[config.mk]
export PLATFORM = sky130hd
export DESIGN_NAME = cryctl_top
export DESIGN_NICKNAME = d
export VERILOG_FILES = /design/src/include/cryctl_pkg.sv /design/src/design/cryctl_event.sv /design/src/design/cryctl_top.sv
export SDC_FILE = /design/constraint.sdc
export NUM_CORES = 1
export LEC_CHECK = 0
export BUFFER_PORTS_ARGS = -buffer_cell sky130_fd_sc_hd__buf_2
export CAP_MARGIN = 40
export CORE_UTILIZATION = 50
export CTS_BUF_LIST = sky130_fd_sc_hd__clkbuf_8
export CTS_CLUSTER_SIZE = 28
export DETAILED_ROUTE_END_ITERATION = 7
export HOLD_SLACK_MARGIN = 0.12
export PLACE_DENSITY = 0.79
export SLEW_MARGIN = 10
export SYNTH_ARGS = -nofsm -noshare
export SYNTH_HDL_FRONTEND = slang
export SYNTH_SLANG_ARGS = --single-unit
[constraint.sdc]
create_clock -name aclk -period 1.8 [get_ports aclk]
set_clock_uncertainty 0.05 [all_clocks]
set_input_delay 0.36 -clock aclk [delete_from_list [all_inputs] [get_ports aclk]]
set_output_delay 0.36 -clock aclk [all_outputs]
set_load 0.05 [all_outputs]
[src/include/cryctl_pkg.sv]
// package: register map, field layout and engine carrier types of the crypto control block
`default_nettype none
package cryctl_pkg;
	// byte offsets of the registers
	localparam logic [3:0] CRYCTL_OFF_CTRL = 4'h0; // crypto_control_low
	localparam logic [3:0] CRYCTL_OFF_STAT = 4'h4; // sticky event status
	localparam logic [3:0] CRYCTL_OFF_MASK = 4'h8; // event mask
	localparam logic [3:0] CRYCTL_OFF_MODE = 4'hC; // disable mode and engine state
	// control field positions
	localparam int CRYCTL_B_ON = 15;
	localparam int CRYCTL_B_SIDL = 13;
	localparam int CRYCTL_B_ROLL = 12;
	localparam int CRYCTL_B_DONE = 11;
	localparam int CRYCTL_B_FREE = 10;
	localparam int CRYCTL_B_GO = 8;
	localparam int CRYCTL_B_OP = 4;
	localparam int CRYCTL_B_CSEL = 3;
	localparam int CRYCTL_B_CVAR = 0;
	// mode register positions
	localparam int CRYCTL_B_MD = 0;
	localparam int CRYCTL_B_BSY = 1;
	localparam int CRYCTL_B_HALT = 2;
	// event numbering in status and mask
	localparam int CRYCTL_EV_ROLL = 0;
	localparam int CRYCTL_EV_DONE = 1;
	localparam int CRYCTL_EV_FREE = 2;
	localparam int CRYCTL_NEV = 3;
	// reset values
	localparam logic [15:0] CRYCTL_RST_CTRL = 16'h0000;
	localparam logic [2:0] CRYCTL_RST_MASK = 3'h0;
	// bits that take writes; 14 and 9 are unimplemented
	localparam logic [15:0] CRYCTL_WMASK = 16'hBDFF;
	localparam logic [1:0] CRYCTL_RESP_OK = 2'h0;
	localparam logic [1:0] CRYCTL_RESP_ERR = 2'h2;
	// commands and fields toward the cipher datapath
	typedef struct packed {
		logic run; // datapath may advance
		logic start; // one-cycle launch
		logic abort; // one-cycle abandon
		logic [3:0] op; // operation_select
		logic csel; // cipher_engine_select
		logic [2:0] cvar; // cipher_variant_select
	} cryctl_eng_out_t;
	// reports from the cipher datapath, same clock
	typedef struct packed {
		logic busy; // engine_busy_flag
		logic done; // operation complete
		logic consumed; // input text taken
		logic rollover; // text_block_b counter wrapped
	} cryctl_eng_in_t;
endpackage : cryctl_pkg
`default_nettype wire

[src/design/cryctl_event.sv]
// module: gated event pulses with sticky status cleared by read
`default_nettype none
module cryctl_event #(
	parameter int N = 3
) (
	input wire logic aclk,
	input wire logic aresetn,
	input wire logic [N-1:0] cond,
	input wire logic [N-1:0] enable,
	input wire logic rd_clr,
	output logic [N-1:0] pulse,
	output logic [N-1:0] status_reg
);
	import cryctl_pkg::*;
	logic [N-1:0] prev_reg; // condition one cycle ago
	logic [N-1:0] status_next;
	// pulse only on the first cycle the condition is true
	assign pulse = cond & ~prev_reg & enable;
	// set wins over the read clear so no event is lost
	always_comb
	begin
		status_next = rd_clr ? '0 : status_reg;
		status_next = status_next | pulse;
	end
	// state registers
	always_ff @(posedge aclk)
	begin
		if (!aresetn)
		begin
			prev_reg <= '0;
			status_reg <= '0;
		end
		else
		begin
			prev_reg <= cond;
			status_reg <= status_next;
		end
	end
endmodule : cryctl_event
`default_nettype wire

[src/design/cryctl_top.sv]
// module: crypto engine control register, event logic and AXI4-Lite slave
// Function
// - bit 15 enables the engine
// - bit 13 halts engine during CPU idle
// - idle with halt set abandons operation
// - bit 12 enables counter rollover event
// - bit 11 enables operation done event
// - bit 10 enables input consumed event
// - go bit starts, hardware clears when done
// - software clearing go stops the operation
// - select fields locked while go set
// - reset clears control bits, disable mode all except bits 15 and 13
// - bits 14 and 9 read zero
//
// The AXI4-Lite interface to the registers and the address map were decided locally.
`default_nettype none
module cryctl_top (
	input wire logic aclk,
	input wire logic aresetn,
	input wire logic [3:0] s_axi_awaddr,
	input wire logic s_axi_awvalid,
	output logic s_axi_awready,
	input wire logic [31:0] s_axi_wdata,
	input wire logic [3:0] s_axi_wstrb,
	input wire logic s_axi_wvalid,
	output logic s_axi_wready,
	output logic [1:0] s_axi_bresp,
	output logic s_axi_bvalid,
	input wire logic s_axi_bready,
	input wire logic [3:0] s_axi_araddr,
	input wire logic s_axi_arvalid,
	output logic s_axi_arready,
	output logic [31:0] s_axi_rdata,
	output logic [1:0] s_axi_rresp,
	output logic s_axi_rvalid,
	input wire logic s_axi_rready,
	input wire logic cpu_idle,
	input wire cryctl_pkg::cryctl_eng_in_t eng_in,
	output cryctl_pkg::cryctl_eng_out_t eng_out,
	output logic [2:0] event_pulse,
	output logic irq
);
	import cryctl_pkg::*;

	// register state
	logic [15:0] ctrl_reg, ctrl_next; // crypto_control_low
	logic [2:0] mask_reg, mask_next; // event mask
	logic md_reg, md_next; // engine_disable_mode
	logic start_reg, start_next; // launch pulse
	logic abort_reg, abort_next; // abandon pulse
	// write channel capture
	logic aw_held_reg, aw_held_next;
	logic w_held_reg, w_held_next;
	logic [3:0] awaddr_reg, awaddr_next;
	logic [31:0] wdata_reg, wdata_next;
	logic [3:0] wstrb_reg, wstrb_next;
	logic bvalid_reg, bvalid_next;
	logic [1:0] bresp_reg, bresp_next;
	// read channel
	logic rvalid_reg, rvalid_next;
	logic [31:0] rdata_reg, rdata_next;
	logic [1:0] rresp_reg, rresp_next;
	// event plumbing
	logic [2:0] ev_cond;
	logic [2:0] ev_en;
	logic [2:0] status_reg;
	logic stat_rd; // status read handshake
	logic do_write; // both write halves present
	logic idle_halt; // idle stop in force
	logic go_now;

	// byte-lane merge of a 16-bit register word
	function automatic logic [15:0] lane_merge(input logic [15:0] old,
		input logic [31:0] d, input logic [3:0] s);
		lane_merge = old;
		if (s[0])
			lane_merge[7:0] = d[7:0];
		if (s[1])
			lane_merge[15:8] = d[15:8];
	endfunction : lane_merge

	// decode of a mapped offset
	function automatic logic addr_ok(input logic [3:0] a);
		addr_ok = (a == CRYCTL_OFF_CTRL) || (a == CRYCTL_OFF_STAT) ||
			(a == CRYCTL_OFF_MASK) || (a == CRYCTL_OFF_MODE);
	endfunction : addr_ok

	// handshake outputs
	assign s_axi_awready = !aw_held_reg && !bvalid_reg;
	assign s_axi_wready = !w_held_reg && !bvalid_reg;
	assign s_axi_arready = !rvalid_reg;
	assign s_axi_bvalid = bvalid_reg;
	assign s_axi_bresp = bresp_reg;
	assign s_axi_rvalid = rvalid_reg;
	assign s_axi_rdata = rdata_reg;
	assign s_axi_rresp = rresp_reg;
	assign do_write = aw_held_reg && w_held_reg && !bvalid_reg;
	assign stat_rd = s_axi_arvalid && s_axi_arready && (s_axi_araddr == CRYCTL_OFF_STAT);
	assign go_now = ctrl_reg[CRYCTL_B_GO];
	assign idle_halt = cpu_idle && ctrl_reg[CRYCTL_B_SIDL];

	// engine commands; run needs enable, go and no idle halt
	assign eng_out.run = ctrl_reg[CRYCTL_B_ON] && go_now && !idle_halt;
	assign eng_out.start = start_reg;
	assign eng_out.abort = abort_reg;
	assign eng_out.op = ctrl_reg[CRYCTL_B_OP+:4];
	assign eng_out.csel = ctrl_reg[CRYCTL_B_CSEL];
	assign eng_out.cvar = ctrl_reg[CRYCTL_B_CVAR+:3];

	// event sources and their enables
	assign ev_cond[CRYCTL_EV_ROLL] = eng_in.rollover;
	assign ev_cond[CRYCTL_EV_DONE] = eng_in.done && go_now;
	assign ev_cond[CRYCTL_EV_FREE] = eng_in.consumed && go_now;
	assign ev_en[CRYCTL_EV_ROLL] = ctrl_reg[CRYCTL_B_ROLL];
	assign ev_en[CRYCTL_EV_DONE] = ctrl_reg[CRYCTL_B_DONE];
	assign ev_en[CRYCTL_EV_FREE] = ctrl_reg[CRYCTL_B_FREE];

	// sticky status with read clear
	cryctl_event #(.N(CRYCTL_NEV)) u_event (
		.aclk(aclk),
		.aresetn(aresetn),
		.cond(ev_cond),
		.enable(ev_en),
		.rd_clr(stat_rd),
		.pulse(event_pulse),
		.status_reg(status_reg)
	);

	// level interrupt while any unmasked status bit stands
	assign irq = |(status_reg & mask_reg);

	// control register and write channel next state
	always_comb
	begin
		logic [15:0] wv;
		wv = '0;
		ctrl_next = ctrl_reg;
		mask_next = mask_reg;
		md_next = md_reg;
		start_next = 1'b0;
		abort_next = 1'b0;
		aw_held_next = aw_held_reg;
		w_held_next = w_held_reg;
		awaddr_next = awaddr_reg;
		wdata_next = wdata_reg;
		wstrb_next = wstrb_reg;
		bvalid_next = bvalid_reg;
		bresp_next = bresp_reg;
		// capture address and data in either order
		if (s_axi_awvalid && s_axi_awready)
		begin
			aw_held_next = 1'b1;
			awaddr_next = s_axi_awaddr;
		end
		if (s_axi_wvalid && s_axi_wready)
		begin
			w_held_next = 1'b1;
			wdata_next = s_axi_wdata;
			wstrb_next = s_axi_wstrb;
		end
		// hardware completion clears go
		if (go_now && eng_in.done)
			ctrl_next[CRYCTL_B_GO] = 1'b0;
		// idle with halt selected abandons, not pauses
		if (go_now && idle_halt)
		begin
			ctrl_next[CRYCTL_B_GO] = 1'b0;
			abort_next = 1'b1;
		end
		// register write once both halves are in
		if (do_write)
		begin
			aw_held_next = 1'b0;
			w_held_next = 1'b0;
			bvalid_next = 1'b1;
			bresp_next = addr_ok(awaddr_reg) ? CRYCTL_RESP_OK : CRYCTL_RESP_ERR;
			case (awaddr_reg)
				CRYCTL_OFF_CTRL:
				begin
					wv = lane_merge(ctrl_reg, wdata_reg, wstrb_reg) & CRYCTL_WMASK;
					// select fields frozen while an operation runs
					if (go_now)
						wv[7:0] = ctrl_reg[7:0];
					// go edge decides start or stop
					if (wv[CRYCTL_B_GO] && !go_now)
						start_next = 1'b1;
					else if (!wv[CRYCTL_B_GO] && go_now)
						abort_next = 1'b1;
					// a completion in this cycle still ends the run
					if (go_now && (eng_in.done || idle_halt))
						wv[CRYCTL_B_GO] = 1'b0;
					ctrl_next = wv;
				end
				CRYCTL_OFF_MASK:
				begin
					if (wstrb_reg[0])
						mask_next = wdata_reg[2:0];
				end
				CRYCTL_OFF_MODE:
				begin
					if (wstrb_reg[0])
						md_next = wdata_reg[CRYCTL_B_MD];
				end
				default:
				begin
					// status is read-only; unmapped answered with error
				end
			endcase
		end
		if (s_axi_bvalid && s_axi_bready)
			bvalid_next = 1'b0;
		// disable mode holds event enables, go and selects at zero
		if (md_next)
		begin
			ctrl_next[CRYCTL_B_ROLL] = 1'b0;
			ctrl_next[CRYCTL_B_DONE] = 1'b0;
			ctrl_next[CRYCTL_B_FREE] = 1'b0;
			ctrl_next[CRYCTL_B_GO] = 1'b0;
			ctrl_next[7:0] = 8'h00;
			start_next = 1'b0;
		end
	end

	// read channel next state
	always_comb
	begin
		rvalid_next = rvalid_reg;
		rdata_next = rdata_reg;
		rresp_next = rresp_reg;
		if (s_axi_arvalid && s_axi_arready)
		begin
			rvalid_next = 1'b1;
			rresp_next = addr_ok(s_axi_araddr) ? CRYCTL_RESP_OK : CRYCTL_RESP_ERR;
			case (s_axi_araddr)
				CRYCTL_OFF_CTRL: rdata_next = {16'h0000, ctrl_reg & CRYCTL_WMASK};
				CRYCTL_OFF_STAT: rdata_next = {29'h0, status_reg};
				CRYCTL_OFF_MASK: rdata_next = {29'h0, mask_reg};
				CRYCTL_OFF_MODE: rdata_next = {29'h0, idle_halt, eng_in.busy, md_reg};
				default: rdata_next = 32'h0000_0000;
			endcase
		end
		else if (s_axi_rready && rvalid_reg)
			rvalid_next = 1'b0;
	end

	// registers only; synchronous reset to constants
	always_ff @(posedge aclk)
	begin
		if (!aresetn)
		begin
			ctrl_reg <= CRYCTL_RST_CTRL;
			mask_reg <= CRYCTL_RST_MASK;
			md_reg <= 1'b0;
			start_reg <= 1'b0;
			abort_reg <= 1'b0;
			aw_held_reg <= 1'b0;
			w_held_reg <= 1'b0;
			awaddr_reg <= 4'h0;
			wdata_reg <= 32'h0000_0000;
			wstrb_reg <= 4'h0;
			bvalid_reg <= 1'b0;
			bresp_reg <= CRYCTL_RESP_OK;
			rvalid_reg <= 1'b0;
			rdata_reg <= 32'h0000_0000;
			rresp_reg <= CRYCTL_RESP_OK;
		end
		else
		begin
			ctrl_reg <= ctrl_next;
			mask_reg <= mask_next;
			md_reg <= md_next;
			start_reg <= start_next;
			abort_reg <= abort_next;
			aw_held_reg <= aw_held_next;
			w_held_reg <= w_held_next;
			awaddr_reg <= awaddr_next;
			wdata_reg <= wdata_next;
			wstrb_reg <= wstrb_next;
			bvalid_reg <= bvalid_next;
			bresp_reg <= bresp_next;
			rvalid_reg <= rvalid_next;
			rdata_reg <= rdata_next;
			rresp_reg <= rresp_next;
		end
	end

	// checks on control behaviour
	AST_RUN_NEEDS_ON: assert property (@(posedge aclk) disable iff (!aresetn)
		eng_out.run |-> ctrl_reg[CRYCTL_B_ON])
		else $error("engine runs while disabled");
	AST_IDLE_STOP: assert property (@(posedge aclk) disable iff (!aresetn)
		(cpu_idle && ctrl_reg[CRYCTL_B_SIDL]) |-> !eng_out.run)
		else $error("engine runs in idle with halt set");
	AST_IDLE_ABANDON: assert property (@(posedge aclk) disable iff (!aresetn)
		(go_now && cpu_idle && ctrl_reg[CRYCTL_B_SIDL]) |=> (eng_out.abort && !go_now))
		else $error("idle halt did not abandon");
	AST_ROLL_EVENT: assert property (@(posedge aclk) disable iff (!aresetn)
		event_pulse[CRYCTL_EV_ROLL] |-> (ctrl_reg[CRYCTL_B_ROLL] && eng_in.rollover))
		else $error("rollover event without enable");
	AST_DONE_EVENT: assert property (@(posedge aclk) disable iff (!aresetn)
		(go_now && eng_in.done && ctrl_reg[CRYCTL_B_DONE] && !$past(eng_in.done))
		|-> event_pulse[CRYCTL_EV_DONE])
		else $error("done event missing");
	AST_FREE_EVENT: assert property (@(posedge aclk) disable iff (!aresetn)
		event_pulse[CRYCTL_EV_FREE] |-> ctrl_reg[CRYCTL_B_FREE])
		else $error("consumed event without enable");
	AST_GO_CLEAR: assert property (@(posedge aclk) disable iff (!aresetn)
		(go_now && eng_in.done) |=> !go_now)
		else $error("go not cleared on completion");
	AST_STOP: assert property (@(posedge aclk) disable iff (!aresetn)
		($fell(go_now) && !$past(eng_in.done) && !$past(idle_halt) && !$past(md_next))
		|-> eng_out.abort)
		else $error("stop without abort");
	AST_LOCK: assert property (@(posedge aclk) disable iff (!aresetn)
		(go_now && !md_next) |=> $stable(ctrl_reg[7:0]))
		else $error("select fields changed while running");
	AST_MD_CLEAR: assert property (@(posedge aclk) disable iff (!aresetn)
		md_reg |-> (ctrl_reg[12:0] == 13'h0000))
		else $error("disable mode left control bits set");
	AST_UNIMPL: assert property (@(posedge aclk) disable iff (!aresetn)
		(ctrl_reg[14] == 1'b0) && (ctrl_reg[9] == 1'b0))
		else $error("unimplemented bit set");
	AST_PULSE: assert property (@(posedge aclk) disable iff (!aresetn)
		event_pulse[CRYCTL_EV_ROLL] |=> !event_pulse[CRYCTL_EV_ROLL])
		else $error("event longer than one cycle");
	COV_START: cover property (@(posedge aclk) disable iff (!aresetn) eng_out.start);
	COV_DONE: cover property (@(posedge aclk) disable iff (!aresetn)
		go_now ##[1:50] event_pulse[CRYCTL_EV_DONE]);
	COV_IRQ: cover property (@(posedge aclk) disable iff (!aresetn) irq ##1 stat_rd);
endmodule : cryctl_top
`default_nettype wire

* Yosys cells after proc, flatten, opt, wreduce, memory -nomap -nowiden
Cells that the tools add are included.
** Word-level totals
- Register bits :: 88
- Bits of input ports :: 56
- Output and inout bits :: 56
- Logic and storage cells :: 105
** Cells by class
- Mux-type cells :: 25
- Reductions and logical operators :: 44
- Eq/ne operators :: 7
- Bitwise gates (word level) :: 9
** Operators with widths (number)
- 16-bit one-hot mux with 4 select lines :: 1
- 8-bit two-way mux :: 5
- 1-bit logical AND :: 19
- 9-bit two-way mux :: 2
- 4-bit == test (second input constant) :: 4
- 1-bit two-way mux :: 14
- 3-bit bitwise AND :: 3
- 4-bit by 3-bit == test with 1-bit output (second input constant) :: 2
- 4-bit logical NOT :: 2
- 1-bit logical NOT :: 7
- 1-bit logical OR :: 7
- 3-bit AND reduction :: 2
- 2-bit OR reduction :: 3
- 2-bit two-way mux :: 2
- 1-bit inverter :: 4
- 4-bit AND reduction :: 1
- 4-bit OR reduction :: 1
- 3-bit two-way mux :: 1
- 3-bit inequality test (second input constant) :: 1
- 3-bit inverter :: 1
- 3-bit OR :: 1
- 3-bit OR reduction :: 1
- 2-bit nonzero test :: 1

* Depth between registers and ports, before layout
- Word-level depth :: 9
- Gate-level depth with buffers :: 6
- Depth with buffers taken out :: 4

* Modules after synthesis
Synthesis repeated with hierarchy kept, for this count alone.
** Second synthesis, totals
- Cells, all modules :: 310
- Area total of the unflattened synthesis :: 3042.9 µm²
** By module, submodules not included
- cryctl_top :: cells an instance 285, instances 1, area each 2806.4 µm², seq. area each 1201.2 µm²
- cryctl_event :: cells an instance 25, instances 1, area each 236.5 µm², seq. area each 120.1 µm²

* Least setup slack after synthesis
OpenSTA, ideal clock, no wires.
- Path type :: register to register
- From :: register bvalid_reg (netlist: s_axi_bvalid)
- To :: register wdata_reg[10]
- Setup time :: 0.122 ns
- Data arrival time :: 1.982 ns
- Data required time :: 1.628 ns
- Period minus slack after synthesis :: 2.154 ns
- Path slack :: -0.354 ns
- Path buffers :: 1
- Cell stages (with the launch flop) :: 6
- Cell sequence :: dfxtp_1 -> nor2_1 -> nand2_1 -> clkbuf_1 -> nand2_1 -> a21boi_0
** On the way
- Cells in the longest elaborated chain, start to end :: 3
** Ends and longest elaborated chain
- start: declaration :: RTL line cryctl_top.sv:57 : logic bvalid_reg, bvalid_next;
- start signal: assignment :: RTL line cryctl_top.sv:279 : bvalid_reg <= bvalid_next;
- 1-bit logical NOT :: RTL line cryctl_top.sv:90 : assign s_axi_wready = !w_held_reg && !bvalid_reg;
- 1-bit logical AND :: RTL line cryctl_top.sv:90
- named net s_axi_wready :: RTL line cryctl_top.sv:26 : output logic s_axi_wready,
- 1-bit logical AND :: RTL line cryctl_top.sv:155 : if (s_axi_wvalid && s_axi_wready)
- end signal: assignment :: RTL line cryctl_top.sv:277 : wdata_reg <= wdata_next;
- end: declaration :: RTL line cryctl_top.sv:55 : logic [31:0] wdata_reg, wdata_next;
The timed path passes the listed nets, and every way through them passes these cells.
A chain may end at the register's enable or synchronous reset.

==> results.md <==
- CTS max path bufs: 2
- Worst Setup End Kind: output pin
- Clock sinks: 66
- Netlist cell types: 42
- Final Hold Viols: 0
- Clock network fraction of total power: 0.424
- Placeable Area: 5540 um2
- DR vias: ~2200
- Final Instance Area: 3410 um2
- Die width: 78.0 um
- CTS Buf Count: 9
- Pint: between 2000 and 2500 uW
- Area leader, netlist: dfxtp_1
- Routability congestion estimate: ~0.76
- # rows: 27
- Setup TNS: 0 ns
- Die area: 6080 um2
- Nets: 419
- WL per Instance: ~14 um
- Synth Warn #: 0
- CP startpoint kind: flip-flop
- Status: completed
- FMAX: 579 MHz
- H-tree depth: 3
- Final setup violation count: 0
- Mean Syn Cell Area: just under 10 um2
- Postcts setup bufs: 0
- I/O pin cnt: 112
- Area post-placement: 3180 um2
- Post-layout util: 0.616
- Leading register cell type out of synthesis: dfxtp_1
- Non-Filler Instances: between 400 and 500
- Setup CP Type: flip-flop to output pin
- HPWL Detailed: 4170 um
- DR iter-0 viols: 110
- Crit path from: ctrl_reg[8]
- CP max FO: 5
- Max_cap viols: 0
- Die H: 78.0 um
- Seq cells post-synth: 66
- Period minus WS final: 1.73 ns
- Sequential-to-total area share from yosys stat: 0.458
- Worst Max-Slew Pin Slew: between 0.5 and 0.6 ns
- Grt total ovfl: 0
- DRT Pass-1 Iters: 4
- Largest net degree at the start of global routing: 40
- Worst-path clk slew: 0.07 ns
- Routed Antenna Nets: 0
- Post-synth top cells: dfxtp_1, nand2_1, buf_4
- Layout cells sized above 1: 0.300
- DR vias/cell: 4.96
- Hold slack final: 0.196 ns
- Vias in the first global route: approximately 2100
- First-pass GRT wire length: 9650 um
- Layout area overhead: 18.3%
- Flop pwr share: 0.462
- PwrDens: 971 nW/um2
- P_leak: ~0.0016 uW
- Combinational power share: 0.113
- Mapped Area: 2890 um2
- Sw Pwr: 849 uW
- CP required: ~1.4 ns
- RSZ-0062 raised after global routing: no
- Slew Viols, Final: 0
- Initial antenna violation count: 0
- Number of synthesized flops with an enable pin: 0
- Sw Ratio: 0.256
- # placed instances: 424
- Period utilization: 0.959
- IO buf count: 71
- Mapped Cells: 298
- Post-synth top area share: 0.458
- TritonCTS clock tree: built
- Worst r2r src: w_held_reg
- Tot GR Track Use: 0.211
- Root Buffer: clkbuf_8
- # diodes: 0
- Max-slew headroom: 0.603
- Arr. time, crit path: ~1.3 ns
- HP Class: primary input to flip-flop
- IR drop worst, VDD: roughly 0.57 mV
- Top post-synthesis cells by area: dfxtp_1, buf_4, mux2i_1, nor2b_1, nand2_1
- Hold Startpoint: eng_in[0]
- Ys async rst share: 0
- DR DRC count: 0
- Initial Utilization: 0.521
- Detailed Route WL: 5950 um
- Count leader, synth: dfxtp_1
- Worst skew pair latency: 0.34 ns
-- cell type report --
cell class,instances,area (um2)
Fill cell,484,2130
Sequential cell,66,1320
Multi-Input combinational cell,200,1320
Timing Repair Buffer,80,434
Clock buffer,11,151
Tap cell,72,90.1
Clock inverter,4,73.8
Inverter,6,22.5
-- worst paths after layout --
path         slack, ns  cells after the start                  end
max               0.07                      3          eng_out[10]
min               0.20                      2  u_event.prev_reg[0]
min reg2reg       0.41                      2         wdata_reg[3]
max reg2reg       0.11                      4          ctrl_reg[5]
-- placed cells by master, fill, tap and decap left out, types with 2 or more instances in the layout --
| cell type | Yosys | layout |
|---|---|---|
| buf_2 | 4 | 68 |
| dfxtp_1 | 66 | 66 |
| nand2_1 | 38 | 38 |
| nor2b_1 | 28 | 28 |
| mux2i_1 | 21 | 21 |
| conb_1 | 1 | 20 |
| a21boi_0 | 18 | 18 |
| nor2_1 | 17 | 15 |
| a22oi_1 | 12 | 12 |
| clkbuf_8 | 0 | 11 |
| buf_4 | 30 | 10 |
| inv_1 | 6 | 6 |
| a21oi_1 | 5 | 5 |
| and3_1 | 4 | 4 |
| and2_1 | 4 | 4 |
| nand3_1 | 3 | 3 |
| o21ai_0 | 3 | 3 |
| nor2_2 | 0 | 2 |
| o21a_1 | 2 | 2 |
| o211a_1 | 2 | 2 |
| nand2b_1 | 2 | 2 |
| mux4_2 | 2 | 2 |
| bufinv_16 | 0 | 2 |
-- what timing repair did --
| action | 4_1_cts | 5_1_grt |
|---|---|---|
| endpoints found under the setup margin | 0 | 3 |
| resized for setup | 0 | 6 |
| hold buffers | 0 | 0 |
-- through the flow --
step                      total power (uW)  setup WS, ns
after global routing                  3440       0.00803
final                                 3320        0.0743
after detailed placement              1940         0.139
after global placement                1940         0.153
after CTS                             3330        0.0300
after floorplan                       1880       -0.0972
-- power groups by stage --
stage	combinational [uW]	sequential (uW)	clock, uW
after global routing	407	1540	1500
after global placement	372	1560	0
final	376	1530	1410
after CTS	378	1530	1420
after floorplan	297	1580	0
after detailed placement	376	1570	0
-- kinds of logic (layout without fill, tap and decap cells) --
| logic type | count (synthesis) | count (layout) | synth area share |
|---|---|---|---|
| buf+inv | 51 | 101 | 0.113 |
| simple gates | 108 | 108 | 0.209 |
| mux | 25 | 25 | 0.100 |
| compound gates | 47 | 47 | 0.119 |
| other cells | 1 | 20 | 0.00130 |
| flops | 66 | 66 | 0.458 |
-- worst max-delay path, cell delays in order (launching register included) --
cell	delay, ns
dfxtp_1	0.40
buf_4	0.18
and3_1	0.17
clkbuf_4	0.23
-- metal layers --
layer | share of wire | routed length (um) | track usage | up-vias
met1 | 0.47 | 2780 | 0.254 | 1023
met4 | 0.015 | 88 | 0.0907 | 0
met3 | 0.050 | 296 | 0.0647 | 8
met2 | 0.47 | 2780 | 0.349 | 66
met5 | 0 | 0 | 0 | -
li1 | - | - | - | 1082
Note: power is estimated with default switching activity, not from simulation.
